<file path="src/design/cfgr_consts.vh">
`ifndef CFGR_CONSTS_VH
`define CFGR_CONSTS_VH

// ----------------------------------------------------------------------------
// Special-function space addresses.
// ----------------------------------------------------------------------------
`define CFGR_SFR_PORT0_PINS   8'h80
`define CFGR_SFR_PORT1_PINS   8'h90
`define CFGR_SFR_PORT1_DIR    8'h91
`define CFGR_SFR_FLASH_ERASE  8'h94
`define CFGR_SFR_EE_DATA      8'h9e
`define CFGR_SFR_EE_CTRL      8'h9f
`define CFGR_SFR_PORT2_PINS   8'ha0
`define CFGR_SFR_PORT2_DIR    8'ha1
`define CFGR_SFR_PORT0_DIR    8'ha2
`define CFGR_SFR_FLASH_CTRL   8'hb2
`define CFGR_SFR_FLASH_PAGE   8'hb7
`define CFGR_SFR_WDOG_IE      8'he8
`define CFGR_SFR_INT_FLAGS    8'hf8

// ----------------------------------------------------------------------------
// External data space addresses.
// ----------------------------------------------------------------------------
`define CFGR_XREGION_NIB      4'h2
`define CFGR_X_PROBE0         16'h2060
`define CFGR_X_PROBE3         16'h2063
`define CFGR_X_SSI_CTRL       16'h2070
`define CFGR_X_SSI_FIRST      16'h2071
`define CFGR_X_SSI_LAST       16'h2072
`define CFGR_X_FUSE_SEL       16'h20fd
`define CFGR_X_TRIM           16'h20ff

// ----------------------------------------------------------------------------
// Implemented-bit masks and field positions.
// ----------------------------------------------------------------------------
`define CFGR_MASK_ALL         8'hff
`define CFGR_MASK_PORT2       8'h3f
`define CFGR_MASK_PAGE        8'h7f
`define CFGR_MASK_INT         8'h7f
`define CFGR_MASK_WDOG_IE     8'h83
`define CFGR_MASK_FLASH_RW    8'h03
`define CFGR_BIT_SECURE       6
`define CFGR_BIT_PREBOOT      7
`define CFGR_BIT_WD_RST       7
`define CFGR_RESET_VAL        8'h00
`define CFGR_ZERO_BYTE        8'h00

`endif

</file>
<file path="src/design/cfgr_config_bank.v">
`timescale 1ns/100ps
`include "cfgr_consts.vh"

// ----------------------------------------------------------------------------
// Configuration register bank, special-function and external data spaces.
// ----------------------------------------------------------------------------
module cfgr_config_bank #(
  parameter PROBE_COUNT = 4
) (
  input  wire                   i_ref_clk,
  input  wire                   i_sys_rst,
  // Special-function space access.
  input  wire [7:0]             i_sfr_addr,
  input  wire                   i_sfr_wr,
  input  wire [7:0]             i_sfr_wdata,
  output reg  [7:0]             o_sfr_rdata,
  output wire                   o_sfr_hit,
  // External data space access.
  input  wire [15:0]            i_x_addr,
  input  wire                   i_x_wr,
  input  wire [7:0]             i_x_wdata,
  output reg  [7:0]             o_x_rdata,
  output wire                   o_x_hit,
  // Hardware state shown in read-only fields.
  input  wire                   i_preboot,
  input  wire [6:0]             i_int_flags,
  input  wire [7:0]             i_trim_value,
  // Field outputs.
  output wire [7:0]             o_port0_pins,
  output wire [7:0]             o_port1_pins,
  output wire [7:0]             o_port1_dir,
  output wire [5:0]             o_port2_pins,
  output wire [5:0]             o_port2_dir,
  output wire [7:0]             o_port0_dir,
  output wire [7:0]             o_flash_erase,
  output wire [7:0]             o_ee_data,
  output wire [7:0]             o_ee_ctrl,
  output wire [1:0]             o_flash_ctrl,
  output wire                   o_secure,
  output wire [6:0]             o_flash_page,
  output wire                   o_wd_rst,
  output wire [1:0]             o_irq_enable,
  output wire [8*PROBE_COUNT-1:0] o_probe,
  output wire [7:0]             o_ssi_ctrl,
  output wire [7:0]             o_ssi_first,
  output wire [7:0]             o_ssi_last,
  output wire [7:0]             o_fuse_sel
);

  // --------------------------------------------------------------------------
  // Address decode.
  // --------------------------------------------------------------------------
  function sfr_sel;
    input [7:0] addr;
    input [7:0] target;
    begin
      sfr_sel = (addr == target);
    end
  endfunction

  function x_sel;
    input [15:0] addr;
    input [15:0] target;
    begin
      x_sel = (addr[15:12] == `CFGR_XREGION_NIB) && (addr == target);
    end
  endfunction

  wire [7:0] v_p0;
  wire [7:0] v_p1;
  wire [7:0] v_d1;
  wire [7:0] v_er;
  wire [7:0] v_eed;
  wire [7:0] v_eec;
  wire [7:0] v_p2;
  wire [7:0] v_d2;
  wire [7:0] v_d0;
  wire [7:0] v_fc;
  wire [7:0] v_pg;
  wire [7:0] v_wd;
  wire [7:0] v_sc;
  wire [7:0] v_sf;
  wire [7:0] v_sl;
  wire [7:0] v_fs;
  wire [8*PROBE_COUNT-1:0] v_pr;

  // --------------------------------------------------------------------------
  // Special-function space registers.
  // --------------------------------------------------------------------------
  cfgr_byte_reg #(
    .IMPL_MASK (`CFGR_MASK_ALL)
  ) u_p0 (
    .i_ref_clk (i_ref_clk),
    .i_sys_rst (i_sys_rst),
    .i_wr_en   (i_sfr_wr & sfr_sel(i_sfr_addr, `CFGR_SFR_PORT0_PINS)),
    .i_wr_data (i_sfr_wdata),
    .o_value   (v_p0)
  );

  cfgr_byte_reg #(
    .IMPL_MASK (`CFGR_MASK_ALL)
  ) u_p1 (
    .i_ref_clk (i_ref_clk),
    .i_sys_rst (i_sys_rst),
    .i_wr_en   (i_sfr_wr & sfr_sel(i_sfr_addr, `CFGR_SFR_PORT1_PINS)),
    .i_wr_data (i_sfr_wdata),
    .o_value   (v_p1)
  );

  cfgr_byte_reg #(
    .IMPL_MASK (`CFGR_MASK_ALL)
  ) u_d1 (
    .i_ref_clk (i_ref_clk),
    .i_sys_rst (i_sys_rst),
    .i_wr_en   (i_sfr_wr & sfr_sel(i_sfr_addr, `CFGR_SFR_PORT1_DIR)),
    .i_wr_data (i_sfr_wdata),
    .o_value   (v_d1)
  );

  cfgr_byte_reg #(
    .IMPL_MASK (`CFGR_MASK_ALL)
  ) u_er (
    .i_ref_clk (i_ref_clk),
    .i_sys_rst (i_sys_rst),
    .i_wr_en   (i_sfr_wr & sfr_sel(i_sfr_addr, `CFGR_SFR_FLASH_ERASE)),
    .i_wr_data (i_sfr_wdata),
    .o_value   (v_er)
  );

  cfgr_byte_reg #(
    .IMPL_MASK (`CFGR_MASK_ALL)
  ) u_eed (
    .i_ref_clk (i_ref_clk),
    .i_sys_rst (i_sys_rst),
    .i_wr_en   (i_sfr_wr & sfr_sel(i_sfr_addr, `CFGR_SFR_EE_DATA)),
    .i_wr_data (i_sfr_wdata),
    .o_value   (v_eed)
  );

  cfgr_byte_reg #(
    .IMPL_MASK (`CFGR_MASK_ALL)
  ) u_eec (
    .i_ref_clk (i_ref_clk),
    .i_sys_rst (i_sys_rst),
    .i_wr_en   (i_sfr_wr & sfr_sel(i_sfr_addr, `CFGR_SFR_EE_CTRL)),
    .i_wr_data (i_sfr_wdata),
    .o_value   (v_eec)
  );

  cfgr_byte_reg #(
    .IMPL_MASK (`CFGR_MASK_PORT2)
  ) u_p2 (
    .i_ref_clk (i_ref_clk),
    .i_sys_rst (i_sys_rst),
    .i_wr_en   (i_sfr_wr & sfr_sel(i_sfr_addr, `CFGR_SFR_PORT2_PINS)),
    .i_wr_data (i_sfr_wdata),
    .o_value   (v_p2)
  );

  cfgr_byte_reg #(
    .IMPL_MASK (`CFGR_MASK_PORT2)
  ) u_d2 (
    .i_ref_clk (i_ref_clk),
    .i_sys_rst (i_sys_rst),
    .i_wr_en   (i_sfr_wr & sfr_sel(i_sfr_addr, `CFGR_SFR_PORT2_DIR)),
    .i_wr_data (i_sfr_wdata),
    .o_value   (v_d2)
  );

  cfgr_byte_reg #(
    .IMPL_MASK (`CFGR_MASK_ALL)
  ) u_d0 (
    .i_ref_clk (i_ref_clk),
    .i_sys_rst (i_sys_rst),
    .i_wr_en   (i_sfr_wr & sfr_sel(i_sfr_addr, `CFGR_SFR_PORT0_DIR)),
    .i_wr_data (i_sfr_wdata),
    .o_value   (v_d0)
  );

  cfgr_byte_reg #(
    .IMPL_MASK (`CFGR_MASK_PAGE)
  ) u_pg (
    .i_ref_clk (i_ref_clk),
    .i_sys_rst (i_sys_rst),
    .i_wr_en   (i_sfr_wr & sfr_sel(i_sfr_addr, `CFGR_SFR_FLASH_PAGE)),
    .i_wr_data (i_sfr_wdata),
    .o_value   (v_pg)
  );

  cfgr_byte_reg #(
    .IMPL_MASK (`CFGR_MASK_WDOG_IE)
  ) u_wd (
    .i_ref_clk (i_ref_clk),
    .i_sys_rst (i_sys_rst),
    .i_wr_en   (i_sfr_wr & sfr_sel(i_sfr_addr, `CFGR_SFR_WDOG_IE)),
    .i_wr_data (i_sfr_wdata),
    .o_value   (v_wd)
  );

  cfgr_sfr_flash_ctrl u_fc (
    .i_ref_clk (i_ref_clk),
    .i_sys_rst (i_sys_rst),
    .i_wr_en   (i_sfr_wr & sfr_sel(i_sfr_addr, `CFGR_SFR_FLASH_CTRL)),
    .i_wr_data (i_sfr_wdata),
    .i_preboot (i_preboot),
    .o_value   (v_fc),
    .o_secure  (o_secure)
  );

  // --------------------------------------------------------------------------
  // External data space registers.
  // --------------------------------------------------------------------------
  genvar gi;
  generate
    for (gi = 0; gi < PROBE_COUNT; gi = gi + 1)
    begin : g_probe
      // Each probe byte answers at its own offset from the first probe address.
      localparam integer    PIDX  = gi;
      localparam [15:0]     PADDR = `CFGR_X_PROBE0 + PIDX[15:0];
      cfgr_byte_reg #(
        .IMPL_MASK (`CFGR_MASK_ALL)
      ) u_pr (
        .i_ref_clk (i_ref_clk),
        .i_sys_rst (i_sys_rst),
        .i_wr_en   (i_x_wr & x_sel(i_x_addr, PADDR)),
        .i_wr_data (i_x_wdata),
        .o_value   (v_pr[8*gi+7:8*gi])
      );
    end
  endgenerate

  cfgr_byte_reg #(
    .IMPL_MASK (`CFGR_MASK_ALL)
  ) u_sc (
    .i_ref_clk (i_ref_clk),
    .i_sys_rst (i_sys_rst),
    .i_wr_en   (i_x_wr & x_sel(i_x_addr, `CFGR_X_SSI_CTRL)),
    .i_wr_data (i_x_wdata),
    .o_value   (v_sc)
  );

  cfgr_byte_reg #(
    .IMPL_MASK (`CFGR_MASK_ALL)
  ) u_sf (
    .i_ref_clk (i_ref_clk),
    .i_sys_rst (i_sys_rst),
    .i_wr_en   (i_x_wr & x_sel(i_x_addr, `CFGR_X_SSI_FIRST)),
    .i_wr_data (i_x_wdata),
    .o_value   (v_sf)
  );

  cfgr_byte_reg #(
    .IMPL_MASK (`CFGR_MASK_ALL)
  ) u_sl (
    .i_ref_clk (i_ref_clk),
    .i_sys_rst (i_sys_rst),
    .i_wr_en   (i_x_wr & x_sel(i_x_addr, `CFGR_X_SSI_LAST)),
    .i_wr_data (i_x_wdata),
    .o_value   (v_sl)
  );

  cfgr_byte_reg #(
    .IMPL_MASK (`CFGR_MASK_ALL)
  ) u_fs (
    .i_ref_clk (i_ref_clk),
    .i_sys_rst (i_sys_rst),
    .i_wr_en   (i_x_wr & x_sel(i_x_addr, `CFGR_X_FUSE_SEL)),
    .i_wr_data (i_x_wdata),
    .o_value   (v_fs)
  );

  // --------------------------------------------------------------------------
  // Read multiplexers, same-cycle answer.
  // --------------------------------------------------------------------------
  reg sfr_hit_c;
  reg x_hit_c;
  integer pi;

  // Unmapped addresses read as zero and report no hit.
  always @*
  begin
    o_sfr_rdata = `CFGR_ZERO_BYTE;
    sfr_hit_c   = 1'b1;
    case (i_sfr_addr)
      `CFGR_SFR_PORT0_PINS:  o_sfr_rdata = v_p0;
      `CFGR_SFR_PORT1_PINS:  o_sfr_rdata = v_p1;
      `CFGR_SFR_PORT1_DIR:   o_sfr_rdata = v_d1;
      `CFGR_SFR_FLASH_ERASE: o_sfr_rdata = v_er;
      `CFGR_SFR_EE_DATA:     o_sfr_rdata = v_eed;
      `CFGR_SFR_EE_CTRL:     o_sfr_rdata = v_eec;
      `CFGR_SFR_PORT2_PINS:  o_sfr_rdata = v_p2;
      `CFGR_SFR_PORT2_DIR:   o_sfr_rdata = v_d2;
      `CFGR_SFR_PORT0_DIR:   o_sfr_rdata = v_d0;
      `CFGR_SFR_FLASH_CTRL:  o_sfr_rdata = v_fc;
      `CFGR_SFR_FLASH_PAGE:  o_sfr_rdata = v_pg;
      `CFGR_SFR_WDOG_IE:     o_sfr_rdata = v_wd;
      `CFGR_SFR_INT_FLAGS:   o_sfr_rdata = {1'b0, i_int_flags} & `CFGR_MASK_INT;
      default:               sfr_hit_c   = 1'b0;
    endcase
  end

  // Probe bytes are matched after the case so that they override its default.
  always @*
  begin
    o_x_rdata = `CFGR_ZERO_BYTE;
    x_hit_c   = 1'b0;
    if (i_x_addr[15:12] == `CFGR_XREGION_NIB)
    begin
      x_hit_c = 1'b1;
      case (i_x_addr)
        `CFGR_X_SSI_CTRL:  o_x_rdata = v_sc;
        `CFGR_X_SSI_FIRST: o_x_rdata = v_sf;
        `CFGR_X_SSI_LAST:  o_x_rdata = v_sl;
        `CFGR_X_FUSE_SEL:  o_x_rdata = v_fs;
        `CFGR_X_TRIM:      o_x_rdata = i_trim_value;
        default:           x_hit_c   = 1'b0;
      endcase
      for (pi = 0; pi < PROBE_COUNT; pi = pi + 1)
      begin
        if (i_x_addr == `CFGR_X_PROBE0 + pi[15:0])
        begin
          o_x_rdata = v_pr[8*pi +: 8];
          x_hit_c   = 1'b1;
        end
      end
    end
  end

  assign o_sfr_hit = sfr_hit_c;
  assign o_x_hit   = x_hit_c;

  // --------------------------------------------------------------------------
  // Field outputs to the units and the compute engine.
  // --------------------------------------------------------------------------
  // Every field leaves straight from its register, so the engine never waits.
  assign o_port0_pins  = v_p0;
  assign o_port1_pins  = v_p1;
  assign o_port1_dir   = v_d1;
  assign o_port2_pins  = v_p2[5:0];
  assign o_port2_dir   = v_d2[5:0];
  assign o_port0_dir   = v_d0;
  assign o_flash_erase = v_er;
  assign o_ee_data     = v_eed;
  assign o_ee_ctrl     = v_eec;
  assign o_flash_ctrl  = v_fc[1:0];
  assign o_flash_page  = v_pg[6:0];
  assign o_wd_rst      = v_wd[`CFGR_BIT_WD_RST];
  assign o_irq_enable  = v_wd[1:0];
  assign o_probe       = v_pr;
  assign o_ssi_ctrl    = v_sc;
  assign o_ssi_first   = v_sf;
  assign o_ssi_last    = v_sl;
  assign o_fuse_sel    = v_fs;

endmodule // cfgr_config_bank

</file>
<file path="src/design/cfgr_byte_reg.v">
`timescale 1ns/100ps
`include "cfgr_consts.vh"

// ----------------------------------------------------------------------------
// Byte register with per-bit implementation mask.
// ----------------------------------------------------------------------------
module cfgr_byte_reg #(
  parameter [7:0] IMPL_MASK = `CFGR_MASK_ALL
) (
  input  wire       i_ref_clk,
  input  wire       i_sys_rst,
  input  wire       i_wr_en,
  input  wire [7:0] i_wr_data,
  output wire [7:0] o_value
);

  reg  [7:0] value_ff;
  wire [7:0] nxt_value;

  assign nxt_value = i_wr_en ? (i_wr_data & IMPL_MASK) : value_ff;

  always @(posedge i_ref_clk)
  begin
    if (i_sys_rst)
      value_ff <= `CFGR_RESET_VAL;
    else
      value_ff <= nxt_value;
  end

  assign o_value = value_ff & IMPL_MASK;

endmodule // cfgr_byte_reg

</file>
<file path="src/design/cfgr_sfr_flash_ctrl.v">
`timescale 1ns/100ps
`include "cfgr_consts.vh"

// ----------------------------------------------------------------------------
// Flash control byte: boot status read-only, security sticky-set.
// ----------------------------------------------------------------------------
module cfgr_sfr_flash_ctrl (
  input  wire       i_ref_clk,
  input  wire       i_sys_rst,
  input  wire       i_wr_en,
  input  wire [7:0] i_wr_data,
  input  wire       i_preboot,
  output wire [7:0] o_value,
  output wire       o_secure
);

  reg  [1:0] ctrl_ff;
  reg        secure_ff;
  wire [1:0] nxt_ctrl;
  wire       nxt_secure;

  // Security may only be set by software; it clears only on reset.
  assign nxt_ctrl   = i_wr_en ? i_wr_data[1:0] : ctrl_ff;
  assign nxt_secure = secure_ff | (i_wr_en & i_wr_data[`CFGR_BIT_SECURE]);

  always @(posedge i_ref_clk)
  begin
    if (i_sys_rst)
    begin
      ctrl_ff   <= 2'h0;
      secure_ff <= 1'b0;
    end
    else
    begin
      ctrl_ff   <= nxt_ctrl;
      secure_ff <= nxt_secure;
    end
  end

  assign o_value  = {i_preboot, secure_ff, 4'h0, ctrl_ff};
  assign o_secure = secure_ff;

endmodule // cfgr_sfr_flash_ctrl

</file>
<file path="config.mk">
export PLATFORM = sky130hd
export DESIGN_NAME = cfgr_config_bank
export DESIGN_NICKNAME = d
export VERILOG_FILES = /design/src/design/cfgr_config_bank.v /design/src/design/cfgr_byte_reg.v /design/src/design/cfgr_sfr_flash_ctrl.v
export VERILOG_INCLUDE_DIRS = /design/src /design/src/design
export SDC_FILE = /design/constraint.sdc
export NUM_CORES = 1
export LEC_CHECK = 0
export BUFFER_PORTS_ARGS = -buffer_cell sky130_fd_sc_hd__buf_2
export CORE_MARGIN = 3
export CORE_UTILIZATION = 55
export CTS_CLUSTER_DIAMETER = 100
export CTS_CLUSTER_SIZE = 40
export DETAILED_ROUTE_END_ITERATION = 12
export PLACE_DENSITY = 0.85
export SKIP_CTS_REPAIR_TIMING = 1
export SLEW_MARGIN = 5
export SYNTH_ARGS = -nofsm -noshare
export SYNTH_HDL_FRONTEND = slang
export SYNTH_SLANG_ARGS = --single-unit
</file>
<file path="constraint.sdc">
create_clock -name i_ref_clk -period 3.9 [get_ports i_ref_clk]
set_clock_uncertainty 0.1 [all_clocks]
set_input_delay 0 -clock i_ref_clk [delete_from_list [all_inputs] [get_ports i_ref_clk]]
set_output_delay 0 -clock i_ref_clk [all_outputs]
set_load 0.01 [all_outputs]
</file>
* After elaboration in Yosys (flattened, before gate mapping)
Index checks and enable logic that the tools add are counted.
** Word-level totals
- Word-level logic and storage cells :: 90
- Output and inout bits :: 163
- Bits in registers :: 145
** Cells by class
- Muxes and demuxes :: 14
- Bitwise logic cells :: 22
- Equal/unequal tests :: 23
- Reductions and logical operators :: 10
** Operators by type and width (count)
- equality test 16 x 14 -> 1 bit, second input constant :: 9
- equality test 8 bit, second input constant :: 13
- one-hot mux 8 bit (13 select lines) :: 1
- 2-to-1 mux 8 bit :: 5
- one-hot mux 8 bit (5 select lines) :: 1
- AND 1 bit :: 21
- OR reduction 13 bit :: 1
- logical AND 1 bit :: 8
- 2-to-1 mux 1 bit :: 7
- OR reduction 5 bit :: 1
- equality test 4 x 2 -> 1 bit, second input constant :: 1
- OR 1 bit :: 1

* Logic depth before layout (Yosys ltp)
Gate-level depths: netlist (run 1).
- Depth in word-level cells :: 8
- Gate-level depth with buffers :: 8
- Depth with buffers taken out :: 5

* Hierarchy
From an unflattened synthesis (run 1), not the netlist that was laid out.
** Second synthesis, totals
- Cells, all modules :: 809
- Area, all modules :: 7470.9 um2
** Modules (own cells, without submodules)
- cfgr_byte_reg (g_probe[0].u_pr ...) :: instances 15, area each 285.3 um2, cells each 26
- cfgr_config_bank :: instances 1, area each 2179.6 um2, cells each 320
- cfgr_byte_reg (u_d2 ...) :: instances 2, area each 232.7 um2, cells each 22
- cfgr_byte_reg (u_pg) :: instances 1, area each 259.0 um2, cells each 24
- cfgr_sfr_flash_ctrl :: instances 1, area each 145.1 um2, cells each 16
- cfgr_byte_reg (u_wd) :: instances 1, area each 142.6 um2, cells each 15

* Worst setup path after synthesis (run 1)
OpenSTA, ideal clock, no wires.
- Path type :: input to register
- Start point :: in i_x_addr[9]
- End point :: reg u_fs.value_ff[0] (netlist: u_fs.o_value[0])
- Arrival :: 1326 ps
- Setup slack :: 2349 ps
- Buffers on the path :: 0
- Library setup time :: 126 ps
- Cell stages on the path :: 5
- Cell sequence :: or2_4 -> or3_4 -> nor3_4 -> mux2i_1 -> nor2_1
** On the way
- Cells in the longest elaborated chain, start to end :: 3
** RTL lines
- from (decl) :: line cfgr_config_bank.v:19 : input wire [15:0] i_x_addr,
- equality test 16 x 14 -> 1 bit :: line cfgr_config_bank.v:65 : x_sel = (addr[15:12] == `CFGR_XREGION_NIB) && (addr == target);
- logical AND 1 bit :: line cfgr_config_bank.v:65
- AND 1 bit :: line cfgr_config_bank.v:267 : .i_wr_en (i_x_wr & x_sel(i_x_addr, `CFGR_X_FUSE_SEL)),
- to (signal assigned) :: line cfgr_byte_reg.v:25 : value_ff <= `CFGR_RESET_VAL;
- to (signal assigned) :: line cfgr_byte_reg.v:27 : value_ff <= nxt_value;
- to (decl) :: line cfgr_byte_reg.v:17 : reg [7:0] value_ff;
Every way passes these cells.
A chain may end at the register's enable or synchronous reset.

* Final worst setup path (run 1)
- Start point :: in i_x_addr[4]
- End point :: out o_x_rdata[3]
** On the way
- Cells in the longest elaborated chain, start to end :: 7
** RTL lines
- equality test 16 x 14 -> 1 bit :: line cfgr_config_bank.v:310 : case (i_x_addr)
- one-hot mux 8 bit (5 select lines) :: line cfgr_config_bank.v:310
- 2-to-1 mux 8 bit (3 in a row) :: line cfgr_config_bank.v:320 : if (i_x_addr == `CFGR_X_PROBE0 + pi[15:0])
- 2-to-1 mux 8 bit (*) :: line cfgr_config_bank.v:320
- 2-to-1 mux 8 bit (*) :: line cfgr_config_bank.v:307 : if (i_x_addr[15:12] == `CFGR_XREGION_NIB)
- to (decl) :: line cfgr_config_bank.v:22 : output reg [7:0] o_x_rdata,
Mark *: on every way between the ends. The rest lies on a longest branch, timed or not.

==> results of run 1 <==
## critical path: stages
cell	delay, ps
buf_2	310
nand2_2	160
or3_4	420
nor2_1	550
a22oi_1	250
a21oi_1	300
buf_2	190
## worst paths after layout
check | depth (start not counted) | slack, ps | to | start
hold / removal | 2 | 10 | u_eec.o_value[1] | i_sys_rst
hold reg to reg | 2 | 370 | g_probe[0].u_pr.o_value[1] | g_probe[0].u_pr.o_value[1]
setup reg to reg | 2 | 3050 | g_probe[2].u_pr.o_value[2] | g_probe[2].u_pr.o_value[2]
setup / recovery | 7 | 1620 | o_x_rdata[3] | i_x_addr[4]
## kinds of logic after synthesis
kind of cell | synth area share
simple gates | 0.227
compound gates | 0.131
flops | 0.410
mux | 0.179
buf+inv | 0.0532
## state kept, by name, summed over array words and instances, names as in the netlist
| signal | flops |
|---|---|
| g_probe.u_pr.o_value | 32 |
| u_d0.o_value | 8 |
| u_d1.o_value | 8 |
| u_eec.o_value | 8 |
| u_eed.o_value | 8 |
| u_er.o_value | 8 |
| u_fs.o_value | 8 |
| u_p0.o_value | 8 |
| u_p1.o_value | 8 |
| u_sc.o_value | 8 |
| u_sf.o_value | 8 |
| u_sl.o_value | 8 |
| u_pg.value_ff | 7 |
| u_d2.value_ff | 6 |
| u_p2.value_ff | 6 |
| u_wd.value_ff | 3 |
| u_fc.ctrl_ff | 2 |
| u_fc.o_secure | 1 |
## power by group through the flow
stage               clock (uW)  combinational [uW]  sequential [uW]
global route              1710                 214             1480
detailed placement           0                 183             1520
finish                    1640                 204             1480
floorplan                    0                 120             1520
CTS                       1650                 184             1480
global placement             0                 181             1520
## cell type report
type / instances / area (um^2)
clock buffers: 19 / 453
clock inverters: 12 / 140
fillers: 943 / 3470
inverters: 3 / 11.3
multi-input cells: 595 / 3810
flip-flops and latches: 145 / 2900
well taps: 168 / 210
repair buffers: 243 / 1310
## layer usage
metal | up-vias | wire (um) | share of wire | track usage
met2 | 580 | 11700 | 0.47 | 0.537
met1 | 3478 | 8850 | 0.36 | 0.401
met4 | 0 | 1350 | 0.054 | 0.185
met3 | 116 | 2930 | 0.12 | 0.0817
li1 | 3278 | - | - | -
met5 | - | 0 | 0 | 0
## cells in the mapped netlist, drive strengths merged, types with 5 or more instances
master / n
nor4b: 6
mux2i: 105
nor3: 10
nand3: 50
mux2: 19
a22oi: 11
o31ai: 7
and3: 7
nand2: 95
dfxtp: 145
o21ai: 8
nor2: 114
clkbuf: 39
a21oi: 74
and2: 11
nor4: 5
buf: 24
a32oi: 5
o22ai: 14
a22o: 10
## stage by stage
stage | cell area (um^2) | std cells | utilization | setup slack (ps)
after global placement | 8090 | 1138 | 0.657 | 1620
final | 8840 | 1185 | 0.718 | 1620
after floorplan | 7080 | 811 | - | 2350
after CTS | 8680 | 1169 | 0.705 | 1750
after detailed placement | 8090 | 1138 | 0.657 | 1570
after global routing | 8840 | 1185 | 0.718 | 1530
## cells in the final DEF, fill, tap and decap left out, drive strengths merged, types with 5 or more instances in the layout
| cell type | instances |
|---|---|
| buf | 227 |
| dfxtp | 145 |
| nor2 | 114 |
| mux2i | 105 |
| nand2 | 95 |
| a21oi | 74 |
| nand3 | 50 |
| mux2 | 19 |
| clkbuf | 19 |
| dlygate4sd3 | 16 |
| o22ai | 14 |
| and2 | 11 |
| a22oi | 11 |
| a22o | 10 |
| nor3 | 10 |
| o21ai | 8 |
| o31ai | 7 |
| and3 | 7 |
| clkinv | 7 |
| nor4b | 6 |
| a32oi | 5 |
| nor4 | 5 |
==> metrics.cfg, run 1 <==
[floorplan]
die_y_um=119
initial_core_util=0.575
dieArea_um2=14300
num_rows=40
ios=223
core-area_um2=12300
dieWidth_um=119

[logic_synthesis]
synth-edff-count=0
synth_ff_type=dfxtp_1
synth_top_area_frac=0.410
ys_ff_latch=145
synth-seq-area-share=0.410
syn_inst=811
synth_largest_area_cell=dfxtp_1
synth_area_leaders=dfxtp_1 (41%), mux2i_1 (15%), nor2_1 (6.0%)
avgSynthCellArea_um2=8.73
netlist_area_um2=7080
yosys_warnings=0
synth_fp_nets=871
synthDistinctLibCells=60
postSynth.asyncResetShare=0

[timing]
hold_viol=0
setup_viol=0
drv_slew=0
relSlewSlack=0.213
fin_hold_ws_ps=14.7
period_share=0.586
tightest_slew_ps=1180
min_period_ps=2280
rsz0062_at_grt=false
max_freq_mhz=438
setup_tns_ps=0

[finish]
drive_above_1_share=0.295
n_antenna_cell=0
nets=1065
area_growth_pct=24.9

[global_routing]
grt_pass1_wl_um=37300
grt-ovfl-total=0
grt_max_degree=67
grt_pass1_vias=6816
antenna_found_initial=0
track_usage=0.331

[power]
leakagePower_uw=0.00417
peakVddDrop_mv=0.369
finalPower_uw=3330
p_seq_frac=0.446
combPwrFrac=0.061
p_int_uw=2570
swShare=0.227
powerDensity_nw_per_um2=376
switching_power_uw=754
clock_power_share=0.493

[job]
cap_viol_max_count=0

[clock_tree]
clk_pin_slew_ps=60
cts_buffers=17
clock_latency_ps=410
cts-htree-levels=4
clock_path_buffers=2
cts_root_buf=clkbuf_16
cts_tree=done
cts_sinks=145

[routing]
vias_per_cell=6.29
drt_wl_total_um=24900
drc=0
ant_nets=0
drtIter0Drc=1075
routedWlPerCell_um=21.0
route.vias.total=7452
drtPass1Iterations=5

[critical_path]
cp_data_required_time_ps=3800
startpoint_type=input pin
crit_type=input pin to output port
worstPathArrival_ps=2180
endpoint_kind=output port
crit_fanout=18

[min_path]
min_path_type=input pin to flip-flop

[outcome]
status=complete, no violations

[placed_design]
numPortBuffers=222
post-dp-hpwl_um=17300
gp_congestion=0.995

(Power assumes the default switching activity.)
==> run 2, diff against run 1 <==
- CORE_UTILIZATION: 55 -> 47
- PLACE_DENSITY: 0.85 -> 0.77
- clock period: 3.9 -> 1.9 ns (I/O delays scaled with it)
==> run 2 against run 1 <==
Die area increased by 16%. Critical endpoint is now o_sfr_rdata[6]. Register-to-register slack lost 2000 ps. Non-clock buffer count grew 41.
==> metrics.cfg, run 2 (same netlist as run 1, synthesis figures left out) <==
[timing]
relSlewSlack=0.666  ; +0.453
tightest_slew_ps=497  ; -681 ps
setup_tns_ps=0  ; unchanged
rsz0062_at_grt=true
min_period_ps=1860
setup_viol=0  ; unchanged
max_freq_mhz=538
drv_slew=0  ; unchanged
fin_hold_ws_ps=35.0  ; +20.2 ps
hold_viol=0  ; unchanged
period_share=0.977

[clock_tree]
cts-htree-levels=4  ; unchanged
clock_latency_ps=430  ; +20 ps
clk_pin_slew_ps=60  ; about the same
cts_buffers=17  ; unchanged
cts_sinks=145  ; unchanged
cts_tree=done
clock_path_buffers=2  ; unchanged
cts_root_buf=clkbuf_16

[finish]
n_antenna_cell=0  ; unchanged
area_growth_pct=31.1
layout_common_cells=buf_2 (221), dfxtp_1 (143), nor2_1 (113)
largest_reg_flops=32  ; unchanged
nets=1106  ; +3.8%
mostFrequentLayoutCell=buf_2
stdcell_area_um2=9280  ; +5.0%
drive_above_1_share=0.323  ; +0.0280

[power]
peakVddDrop_mv=0.640  ; +73%
leakagePower_uw=0.00439  ; +5.4%
powerDensity_nw_per_um2=758  ; +100%
finalPower_uw=7030  ; +110%

[critical_path]
rrSetupSlack_ps=1090  ; -1960 ps
crit_fanout=3  ; -15
endpoint_kind=output port
critical-path-max-stage-delay_ps=340  ; -210 ps
cp_data_required_time_ps=1800  ; -2000 ps
reg2reg_depth=2  ; unchanged
slowest_stage=dfxtp_1
r2r_end=u_fc.ctrl_ff[0]
crit_type=flip-flop to output port
worstPathArrival_ps=1760  ; -420 ps
critical_path.cell_chain=mux2_2, a22o_1, a221oi_2, nand3_1, buf_2
reg2reg_from=u_fc.ctrl_ff[0]
startpoint_type=flip-flop

[floorplan]
ios=223  ; unchanged
num_rows=44  ; +10%
initial_core_util=0.483  ; -0.0916
dieWidth_um=129  ; +7.8%
die_y_um=129  ; +7.8%
dieArea_um2=16600  ; +16%
core-area_um2=14600  ; +19%

[min_path]
holdPathStages=5  ; +3
min_path_type=input pin to flip-flop
min_from=i_x_wr
hold_path_end=u_sl.o_value[6]

[placed_design]
numPortBuffers=222  ; unchanged
gp_congestion=0.966  ; -3.0%
post-dp-hpwl_um=17700  ; +2.4%
placedInstanceArea_um2=8460  ; +4.6%

[routing]
drc=0  ; unchanged
drtPass1Iterations=8  ; +3
vias_per_cell=5.93  ; -5.7%
drt_wl_total_um=24700  ; -0.62%
drtIter0Drc=730  ; -32%
ant_nets=0  ; unchanged
routedWlPerCell_um=19.9  ; -5.3%
route.vias.total=7371  ; -1.1%

[global_routing]
grt_pass1_vias=6787  ; -0.43%
antenna_found_initial=0  ; unchanged
track_usage=0.287  ; -0.0437
grt-ovfl-total=0  ; unchanged
grt_max_degree=66  ; -1.5%
grt_pass1_wl_um=37300  ; about the same

[job]
cap_viol_max_count=0  ; unchanged

[outcome]
status=complete, no violations

-- run 2: metrics by stage --
stage           util  cells  worst slack, ps
2_1_floorplan      -    811              349
3_3_place_gp   0.578   1193              150
3_5_place_dp   0.578   1193             82.6
4_1_cts        0.620   1225             26.2
5_1_grt        0.634   1243            -13.9
6_report       0.634   1243             42.8
-- run 2: where the power goes --
group | internal, uW | switching, uW
registers | 3040 | 1.99
clock network | 2200 | 1330
logic | 159 | 293
total | 5410 | 1630
-- run 2: area by class of cell --
class / count / area, um^2
clock buffer: 20 / 437
clock inverter: 12 / 183
fill: 1245 / 5370
inverter: 3 / 11.3
multi-input combinational: 595 / 3830
sequential: 145 / 2910
tap: 184 / 230
timing repair buffer: 284 / 1690
-- run 2: per-layer routing --
layer	share of wire	GRT usage
met1	0.38	0.351
met2	0.47	0.477
met3	0.10	0.0648
met4	0.042	0.141
met5	0	0
-- run 2: worst max path at each step --
stage	from	endpoint	slack, ps	depth (start not counted)
detailed placement	i_x_addr[15]	g_probe[2].u_pr.o_value[0]	80	7
finish	u_eec.o_value[6]	o_sfr_rdata[6]	40	5
floorplan	i_x_addr[9]	u_fs.o_value[0]	350	5
global route	u_p2.value_ff[5]	o_sfr_rdata[5]	-10	5
global placement	i_sfr_addr[4]	u_eec.o_value[4]	150	6
CTS	u_eec.o_value[6]	o_sfr_rdata[6]	30	5
-- run 2: worst max-delay path, delay by kind of cell (launching register included) --
family,cells,cell delay [ps]
buffers and inverters,1,170
AND/OR/NAND/NOR,1,160
flip-flops,1,340
multiplexers,1,290
AO/OA/AOI/OAI,2,370
